**config.mk**
```make
export PLATFORM = sky130hd
export DESIGN_NAME = sadc_ctrl
export DESIGN_NICKNAME = d
export VERILOG_FILES = /design/src/core/sadc_pkg.sv /design/src/core/sadc_ctrl.sv
export VERILOG_INCLUDE_DIRS = /design/src /design/src/core
export SDC_FILE = /design/constraint.sdc
export NUM_CORES = 1
export LEC_CHECK = 0
export ABC_AREA = 0
export BUFFER_PORTS_ARGS = -buffer_cell sky130_fd_sc_hd__buf_2
export CORE_ASPECT_RATIO = 0.75
export CORE_MARGIN = 5
export CORE_UTILIZATION = 55
export CTS_CLUSTER_DIAMETER = 100
export DETAILED_ROUTE_END_ITERATION = 6
export PLACE_DENSITY = 0.85
export SYNTH_ARGS = -nofsm -noshare
export SYNTH_HDL_FRONTEND = slang
export SYNTH_SLANG_ARGS = --single-unit
```
**constraint.sdc**
```tcl
create_clock -name I_CLK_SYS -period 2.8 [get_ports I_CLK_SYS]
set_input_delay 0.14 -clock I_CLK_SYS [delete_from_list [all_inputs] [get_ports I_CLK_SYS]]
set_output_delay 0.14 -clock I_CLK_SYS [all_outputs]
set_load 0.05 [all_outputs]
```
**src/core/sadc_cfg.svh**
```systemverilog
`ifndef SADC_CFG_SVH
`define SADC_CFG_SVH

// register byte offsets
`define SADC_OFS_CONV_CYC  8'h00
`define SADC_OFS_DBNC_CYC  8'h04
`define SADC_OFS_STATUS    8'h08
`define SADC_OFS_RESULT    8'h0C

// timing, printed unit and derived cycles at the system clock
`define SADC_CLK_PERIOD_NS 25
`define SADC_T_CONV_NS     10000
`define SADC_T_DBNC_NS     100
`define SADC_CONV_CYC_RST  ((`SADC_T_CONV_NS) / (`SADC_CLK_PERIOD_NS))
`define SADC_DBNC_CYC_RST \
  (((`SADC_T_DBNC_NS) + (`SADC_CLK_PERIOD_NS) - 1) / (`SADC_CLK_PERIOD_NS))

// command word field positions
`define SADC_FMT_BIT       0
`define SADC_ORD_BIT       1
`define SADC_ADDR_PDN      4'hE
`define SADC_ADDR_TMID     4'hB
`define SADC_ADDR_TLOW     4'hC
`define SADC_ADDR_THIGH    4'hD

// test voltage codes and frame lengths
`define SADC_CODE_MID      12'h800
`define SADC_CODE_LOW      12'h000
`define SADC_CODE_HIGH     12'hFFF
`define SADC_LEN_8         5'd8
`define SADC_LEN_12        5'd12
`define SADC_LEN_16        5'd16

`endif

```
**src/core/sadc_pkg.sv**
```systemverilog
package sadc_pkg;
  typedef enum logic [1:0] {
    ST_XFER = 2'b01,
    ST_CONV = 2'b10
  } conv_state_e;
  typedef logic [11:0] result_t;
  typedef logic [4:0]  bitcnt_t;
endpackage : sadc_pkg

```
**src/core/sadc_ctrl.sv**
```systemverilog
// Behaviour
// - format bit 0 gives plain unsigned binary result codes.
// - format bit 1 gives two's complement, inverting only the top bit.
// - format change applies to the next conversion, not bits now shifting.
// - conversion-done is high whenever the converter sits in reset state.
// - conversion-done stays high through sampling, falls after last edge.
// - result latch raises conversion-done and returns to reset state.
// - with select low, first result bit shows at conversion-done rise.
// - after deselect, first result bit shows when select falls.
// - each later falling shift edge advances to the next result bit.
// - 8-bit mode drops four low bits; 12-bit sends all, msb-justified.
// - 16-bit mode pads four zeros below the lsb.
// - during conversion the serial output is forced to zero.
// - deselect floats output at once, ignores clock after debounce.
// - select held low for the debounce time resets bit counters, sampling and conversion.
// - abort keeps previous result to send in the next transfer.
// - address 1110 enters power-down at the fourth falling edge.
// - power-down skips conversion, keeps result, serial logic runs.
// - start powered down until a non power-down address arrives.
// - sampling runs from fourth falling edge to last falling edge.
// - addresses 0000 to 1010 pick external inputs 0 to 10.
// - 1011, 1100, 1101 pick midpoint, low and high test voltages.
// - first four command bits give the next conversion's channel.
// - command bits 3:2 pick 12, 16 or 8 bits for this transfer.
// - command bit 1 picks shift order for the next transfer.
`timescale 1ns/1ps
`include "sadc_cfg.svh"

module sadc_ctrl (
  input  wire logic              I_CLK_SYS,      // system clock, 40 MHz
  input  wire logic              I_RST_N,        // async reset, active low
  input  wire logic              I_IO_CLK,       // host shift clock pin
  input  wire logic              I_CS_N,         // device select pin
  input  wire logic              I_DIN,          // serial command pin
  input  wire sadc_pkg::result_t I_CONV_RAW,     // raw code of external input
  output logic                   O_DOUT,         // serial result
  output logic                   O_DOUT_OE_N,    // low while driving DOUT
  output logic                   O_EOC,          // conversion done
  output logic                   O_SAMPLE,       // sampling switch closed
  output logic [3:0]             O_CHAN,         // selected channel address
  output logic                   O_PWRDN,        // power-down state
  input  wire logic              PSEL,           // apb select
  input  wire logic              PENABLE,        // apb enable
  input  wire logic              PWRITE,         // apb direction
  input  wire logic [7:0]        PADDR,          // apb byte address
  input  wire logic [31:0]       PWDATA,         // apb write data
  output logic [31:0]            PRDATA,         // apb read data
  output logic                   PREADY,         // apb ready
  output logic                   PSLVERR         // apb error
);
  import sadc_pkg::*;

  // ==========================================================
  // helpers
  // ==========================================================
  // serial bit k of a frame of n bits built from coded result r
  function automatic logic pick_bit(input result_t r, input bitcnt_t n,
                                    input logic lsb_first_bit, input bitcnt_t k);
    bitcnt_t i;
    i = 5'd0;
    pick_bit = 1'b0;
    if (k < n)
    begin
      if (!lsb_first_bit)
      begin
        i = 5'd11 - k;
        pick_bit = (k < 5'd12) ? r[i[3:0]] : 1'b0;
      end
      else if (n == `SADC_LEN_16)
      begin
        i = k - 5'd4;
        pick_bit = (k < 5'd4) ? 1'b0 : r[i[3:0]];
      end
      else if (n == `SADC_LEN_8)
      begin
        i = k + 5'd4;
        pick_bit = r[i[3:0]];
      end
      else
        pick_bit = r[k[3:0]];
    end
  endfunction : pick_bit

  // frame length from the two length select bits
  function automatic bitcnt_t len_of(input logic hi, input logic lo);
    if (hi && lo)
      len_of = `SADC_LEN_16;
    else if (lo)
      len_of = `SADC_LEN_8;
    else
      len_of = `SADC_LEN_12;
  endfunction : len_of

  // ==========================================================
  // pin synchronisers
  // ==========================================================
  logic        clk_s1_q, clk_s2_q, clk_s3_q;
  logic        cs_s1_q, cs_s2_q;
  logic        din_s1_q, din_s2_q;

  // two flops per pin before any logic looks at it
  always_ff @(posedge I_CLK_SYS or negedge I_RST_N)
  begin
    if (!I_RST_N)
    begin
      clk_s1_q <= 1'b0;
      clk_s2_q <= 1'b0;
      clk_s3_q <= 1'b0;
      cs_s1_q  <= 1'b1;
      cs_s2_q  <= 1'b1;
      din_s1_q <= 1'b0;
      din_s2_q <= 1'b0;
    end
    else
    begin
      clk_s1_q <= I_IO_CLK;
      clk_s2_q <= clk_s1_q;
      clk_s3_q <= clk_s2_q;
      cs_s1_q  <= I_CS_N;
      cs_s2_q  <= cs_s1_q;
      din_s1_q <= I_DIN;
      din_s2_q <= din_s1_q;
    end
  end

  // ==========================================================
  // select debounce
  // ==========================================================
  logic        cs_deb_q;
  logic [7:0]  dbnc_cnt_q;
  logic [7:0]  dbnc_cyc_q;
  logic        cs_done;
  logic        sel_reset;

  // the debounced level only moves once the pin has held steady
  assign cs_done   = (cs_s2_q != cs_deb_q) && (dbnc_cnt_q >= dbnc_cyc_q);
  assign sel_reset = cs_done && !cs_s2_q;

  always_ff @(posedge I_CLK_SYS or negedge I_RST_N)
  begin
    if (!I_RST_N)
    begin
      cs_deb_q   <= 1'b1;
      dbnc_cnt_q <= 8'h00;
    end
    else if (cs_s2_q == cs_deb_q || cs_done)
    begin
      cs_deb_q   <= cs_s2_q;
      dbnc_cnt_q <= 8'h00;
    end
    else
      dbnc_cnt_q <= dbnc_cnt_q + 8'h01;
  end

  // ==========================================================
  // shift clock edges and transfer sequencing
  // ==========================================================
  conv_state_e state_q;
  logic [7:0]  cmd_q;
  bitcnt_t     rise_cnt_q, fall_cnt_q, len_q;
  logic        lsb_first_bit_q, fmt_q, pwrdn_q, samp_q;
  logic [3:0]  chan_q;
  logic [15:0] conv_cnt_q, conv_cyc_q;
  result_t     raw_q, result_q;
  logic        io_rise, io_fall, live, last_fall, conv_end;
  logic        addr_fall;
  result_t     raw_sel;
  bitcnt_t     len_new;

  // clock ignored while deselected after debounce
  assign live      = !cs_deb_q;
  assign io_rise   = live && clk_s2_q && !clk_s3_q;
  assign io_fall   = live && !clk_s2_q && clk_s3_q;
  assign len_new   = len_of(cmd_q[0], din_s2_q);
  assign addr_fall = io_fall && (fall_cnt_q == 5'd3);
  assign last_fall = io_fall && (fall_cnt_q + 5'd1 == len_q)
                     && (state_q == ST_XFER);
  assign conv_end  = (state_q == ST_CONV) && (conv_cnt_q == 16'h0000);

  // test addresses convert fixed codes like any other input
  assign raw_sel = (chan_q == `SADC_ADDR_TMID)  ? `SADC_CODE_MID  :
                   (chan_q == `SADC_ADDR_TLOW)  ? `SADC_CODE_LOW  :
                   (chan_q == `SADC_ADDR_THIGH) ? `SADC_CODE_HIGH :
                   I_CONV_RAW;

  // command capture, bit counters and frame length
  always_ff @(posedge I_CLK_SYS or negedge I_RST_N)
  begin
    if (!I_RST_N)
    begin
      cmd_q      <= 8'h00;
      rise_cnt_q <= 5'd0;
      fall_cnt_q <= 5'd0;
      len_q      <= `SADC_LEN_12;
    end
    else if (sel_reset || last_fall || conv_end)
    begin
      rise_cnt_q <= 5'd0;
      fall_cnt_q <= 5'd0;
    end
    else
    begin
      if (io_rise && rise_cnt_q < 5'd8)
      begin
        cmd_q      <= {cmd_q[6:0], din_s2_q};
        rise_cnt_q <= rise_cnt_q + 5'd1;
        if (rise_cnt_q == 5'd5)
          len_q <= len_new;
      end
      if (io_fall && state_q == ST_XFER)
        fall_cnt_q <= fall_cnt_q + 5'd1;
    end
  end

  // channel, power-down, sampling and conversion state
  always_ff @(posedge I_CLK_SYS or negedge I_RST_N)
  begin
    if (!I_RST_N)
    begin
      state_q    <= ST_XFER;
      pwrdn_q    <= 1'b1;
      samp_q     <= 1'b0;
      chan_q     <= 4'h0;
      fmt_q      <= 1'b0;
      lsb_first_bit_q     <= 1'b0;
      raw_q      <= 12'h000;
      result_q   <= 12'h000;
      conv_cnt_q <= 16'h0000;
    end
    else if (sel_reset)
    begin
      state_q <= ST_XFER;
      samp_q  <= 1'b0;
    end
    else
    begin
      if (addr_fall)
      begin
        chan_q  <= cmd_q[3:0];
        pwrdn_q <= (cmd_q[3:0] == `SADC_ADDR_PDN);
        samp_q  <= (cmd_q[3:0] != `SADC_ADDR_PDN);
      end
      if (last_fall)
      begin
        samp_q <= 1'b0;
        raw_q  <= raw_sel;
        fmt_q  <= cmd_q[`SADC_FMT_BIT];
        lsb_first_bit_q <= cmd_q[`SADC_ORD_BIT];
        if (!pwrdn_q)
        begin
          state_q    <= ST_CONV;
          conv_cnt_q <= conv_cyc_q;
        end
      end
      if (state_q == ST_CONV && conv_cnt_q != 16'h0000)
        conv_cnt_q <= conv_cnt_q - 16'h0001;
      if (conv_end)
      begin
        // signed code only flips the top bit
        result_q <= raw_q ^ {fmt_q, 11'h000};
        state_q  <= ST_XFER;
      end
    end
  end

  // ==========================================================
  // pin outputs
  // ==========================================================
  // recomputed every cycle, so the first bit follows a fresh
  // result or a reload on select without extra sequencing
  always_ff @(posedge I_CLK_SYS or negedge I_RST_N)
  begin
    if (!I_RST_N)
    begin
      O_DOUT      <= 1'b0;
      O_DOUT_OE_N <= 1'b1;
      O_EOC       <= 1'b1;
      O_SAMPLE    <= 1'b0;
      O_CHAN      <= 4'h0;
      O_PWRDN     <= 1'b1;
    end
    else
    begin
      O_DOUT      <= (state_q == ST_CONV) ? 1'b0 :
                     pick_bit(result_q, len_q, lsb_first_bit_q,
                              fall_cnt_q);
      O_DOUT_OE_N <= cs_s2_q;
      O_EOC       <= (state_q != ST_CONV);
      O_SAMPLE    <= samp_q;
      O_CHAN      <= chan_q;
      O_PWRDN     <= pwrdn_q;
    end
  end

  // ==========================================================
  // apb slave
  // ==========================================================
  logic        acc, wr_hit;
  logic [31:0] rd_word;
  logic        rd_err;

  // one wait state keeps read data and ready straight from flops
  assign acc    = PSEL && PENABLE && !PREADY;
  assign wr_hit = PSEL && PENABLE && PREADY && PWRITE && !PSLVERR;

  always_comb
  begin
    rd_word = 32'h0000_0000;
    rd_err  = 1'b0;
    unique case (PADDR)
      `SADC_OFS_CONV_CYC: rd_word = {16'h0000, conv_cyc_q};
      `SADC_OFS_DBNC_CYC: rd_word = {24'h00_0000, dbnc_cyc_q};
      `SADC_OFS_STATUS:   rd_word = {24'h00_0000, chan_q, 1'b0,
                                     samp_q, state_q == ST_XFER, pwrdn_q};
      `SADC_OFS_RESULT:   rd_word = {20'h0_0000, result_q};
      default:            rd_err  = 1'b1;
    endcase
  end

  always_ff @(posedge I_CLK_SYS or negedge I_RST_N)
  begin
    if (!I_RST_N)
    begin
      PREADY     <= 1'b0;
      PRDATA     <= 32'h0000_0000;
      PSLVERR    <= 1'b0;
      conv_cyc_q <= 16'(`SADC_CONV_CYC_RST);
      dbnc_cyc_q <= 8'(`SADC_DBNC_CYC_RST);
    end
    else
    begin
      PREADY  <= acc;
      PSLVERR <= acc && rd_err;
      PRDATA  <= (acc && !PWRITE && !rd_err) ? rd_word : 32'h0000_0000;
      if (wr_hit && PADDR == `SADC_OFS_CONV_CYC)
        conv_cyc_q <= PWDATA[15:0];
      if (wr_hit && PADDR == `SADC_OFS_DBNC_CYC)
        dbnc_cyc_q <= PWDATA[7:0];
    end
  end

endmodule : sadc_ctrl

```
==> impl_metrics.tcl <==
set metrics [dict create \
    worstPathArrival_ns 2.93 \
    ant_nets 0 \
    met1_usage 0.332 \
    synth_edf_count 0 \
    finalHoldViolCount 0 \
    route.detailed.drc 0 \
    ios 103 \
    io_buffers 70 \
    grt_busiest_layer "met2" \
    slew_violations 0 \
    grtUsageTotal 0.241 \
    drt_pass1_iterations 5 \
    power_switching_w 0.00129 \
    period_minus_slack_ns 2.63 \
    start_util 0.568 \
    dieArea_um2 14400 \
    final_cell_mix "120 x dfrtp_1, 69 x buf_2, 50 x mux2_2" \
    ys_warn_count 0 \
    antenna_found_initial 0 \
    leakagePower_nw 3.79 \
    placed_area_um2 7190 \
    rows 34 \
    post-dp-hpwl_mm 11.5 \
    cts.path.max_buffers 2 \
    syn2layout_area_growth_pct 21.2 \
    worstPathRequired_ns 3.10 \
    cts-htree-levels 4 \
    wirelength_mm 16.8 \
    final-setup-viol-count 0 \
    drt_iter0_markers 374 \
    switching_share 0.260 \
    p_total_w 0.00496 \
    vdd_drop_max_uv 550 \
    path_max_fanout 12 \
    drive_above_1_share 0.306 \
    status "finished clean" \
    synth_area_um2 6640 \
    place_inst 816 \
    globalRouteMet3Util 0.0461 \
    ys_top_cells_by_area "dfrtp_1 45%, mux2_2 8.5%, dfstp_2 5.5%" \
    synth_top_area_cell "dfrtp_1" \
    layout_commonest_cell "dfrtp_1" \
    grt_overflow_total 0 \
    cts.clk_slew.worst_paths_ns 0.06 \
    power_frac_comb 0.101 \
    cellPowerDensity_nw_per_um2 616 \
    postSynthCellCount 586 \
    vias 5091 \
    insertedDiodeCount 0 \
    ys_seq_area_frac 0.507 \
    gp_congestion 0.875 \
    cts_tree "done" \
    numCtsBuffers 17 \
    internal_power_w 0.00367 \
    yosys_register_bits 134 \
    grt_max_degree 60 \
    root_buffer "clkbuf_16" \
    netlist.area_leader.share 0.452 \
    grt_pass1_wl_mm 26.6 \
    p_clk_frac 0.467 \
    synth_flop_cell "dfrtp_1" \
    fin_cells 869 \
    max_slew_margin 0.487 \
    wire_per_inst_um 19.4 \
    tightest_slew_ns 0.763 \
    avgSynthCellArea_um2 11.3 \
    critPathKind "flop to flop" \
    yosysUniqueCellTypes 73 \
    clock_latency_ns 0.42 \
    fin_skew_ns 0.0116 \
    max-cap-violations 0 \
    core_um2 11700 \
    die_w_um 137 \
    worst_setup_path_end_kind "flop" \
    met2_usage 0.385 \
    fmax_mhz 381 \
    p_seq_frac 0.432 \
    fin_crit_sh 0.938 \
    clock_sinks 134 \
    via_per_inst 5.86 \
    die_y_um 105 \
    grt_pass1_vias 5080 \
    start_kind "flop" \
    hp-class "primary input to flop" \
    async_flop_share 1.00 \
    design_area_um2 8050 \
    num-nets-final 772 \
]
==> routing by layer <==
layer  part of all wire  wire [um]
met1               0.44       7360
met4              0.017        285
met2               0.48       8060
met5                  0          0
met3              0.067       1130
==> kinds of logic (layout without fill, tap and decap cells) <==
family	after synthesis	in the layout	synth area share
multiplexers	68	68	0.136
AO/OA/AOI/OAI	114	114	0.113
other	1	16	0.000565
adder cells (fa/ha/maj)	18	18	0.0339
AND/OR/NAND/NOR	174	174	0.139
buffers and inverters	58	164	0.0448
flip-flops	134	134	0.507
XOR/XNOR	19	19	0.0251
==> critical path: stages, from the launching register on <==
cell and delay (ns):
dfrtp_1 0.41, inv_1 0.08, ha_1 0.30, nand2b_1 0.16
a2111oi_2 0.40, o311a_1 0.34, nor3b_4 0.14, nor2_2 0.14
buf_6 0.18, mux2_2 0.36
==> flip-flops by register name, summed over array words and instances (netlist names), 2 cells and up <==
register,flops
rise_cnt_q,5
state_q,2
dbnc_cnt_q,8
cmd_q,4
PRDATA,16
O_CHAN,4
raw_q,12
dbnc_cyc_q,8
result_q,12
len_q,3
conv_cyc_q,16
chan_q,4
fall_cnt_q,5
conv_cnt_q,16
==> repair_timing <==
item / CTS / global route
setup buffers: 0 / 1
pin swaps: 0 / 1
endpoints found under the setup margin: 22 / 34
hold buffers: 20 / 0
endpoints found under the hold margin: 65 / 0
gates resized for setup: 1 / 6
==> cells in the mapped netlist (all sizes together) (6+ instances only) <==
cell type	count
a21oi	19
clkbuf	9
o21ai	43
nor4	8
nand4	6
nor2	45
nand2	40
mux2	50
ha	18
a2bb2oi	7
mux4	13
dfstp	14
buf	27
nand3	16
dfrtp	120
inv	22
a22oi	6
nor3	13
xnor2	8
nand2b	6
and2	9
and3	9
xor2	11
==> power groups by stage <==
| stage | logic, W | clock network, W | registers (W) |
|---|---|---|---|
| floorplan | 0.000320 | 0 | 0.00215 |
| global placement | 0.000448 | 0 | 0.00216 |
| detailed placement | 0.000466 | 0 | 0.00217 |
| CTS | 0.000496 | 0.00234 | 0.00214 |
| global route | 0.000544 | 0.00242 | 0.00216 |
| finish | 0.000501 | 0.00232 | 0.00214 |
==> per-stage QoR <==
step	hold slack, ns	util	TNS, ns	worst slack (ns)
after global placement	0.171	0.615	0	0.107
after CTS	0.0129	0.685	-0.495	-0.0563
after global routing	0.0393	0.688	-0.0784	-0.0174
after floorplan	-0.156	-	0	0.359
after detailed placement	0.180	0.615	-0.0696	-0.0696
final	0.0215	0.688	0	0.173
==> final timing paths <==
check,startpoint,endpoint,slack [ns],cells past startpoint
setup reg to reg,dbnc_cnt_q[0],result_q[6],0.17,9
hold reg to reg,clk_s1_q,clk_s2_q,0.35,0
hold / removal,I_CONV_RAW[2],raw_q[2],0.02,3
max in group asynchronous,I_RST_N,conv_cyc_q[4],1.68,3
setup / recovery,dbnc_cnt_q[0],result_q[6],0.17,9
min in group asynchronous,I_RST_N,conv_cnt_q[1],0.27,2
==> cell type report <==
class / count / area [um2]
Clock inverter: 13 / 171
Fill cell: 821 / 3650
Sequential cell: 134 / 3370
Timing Repair Buffer: 110 / 719
Clock buffer: 19 / 443
Tap cell: 162 / 203
Inverter: 22 / 82.6
Multi-Input combinational cell: 409 / 3060
No activity file was read; power rests on OpenSTA's default activity.
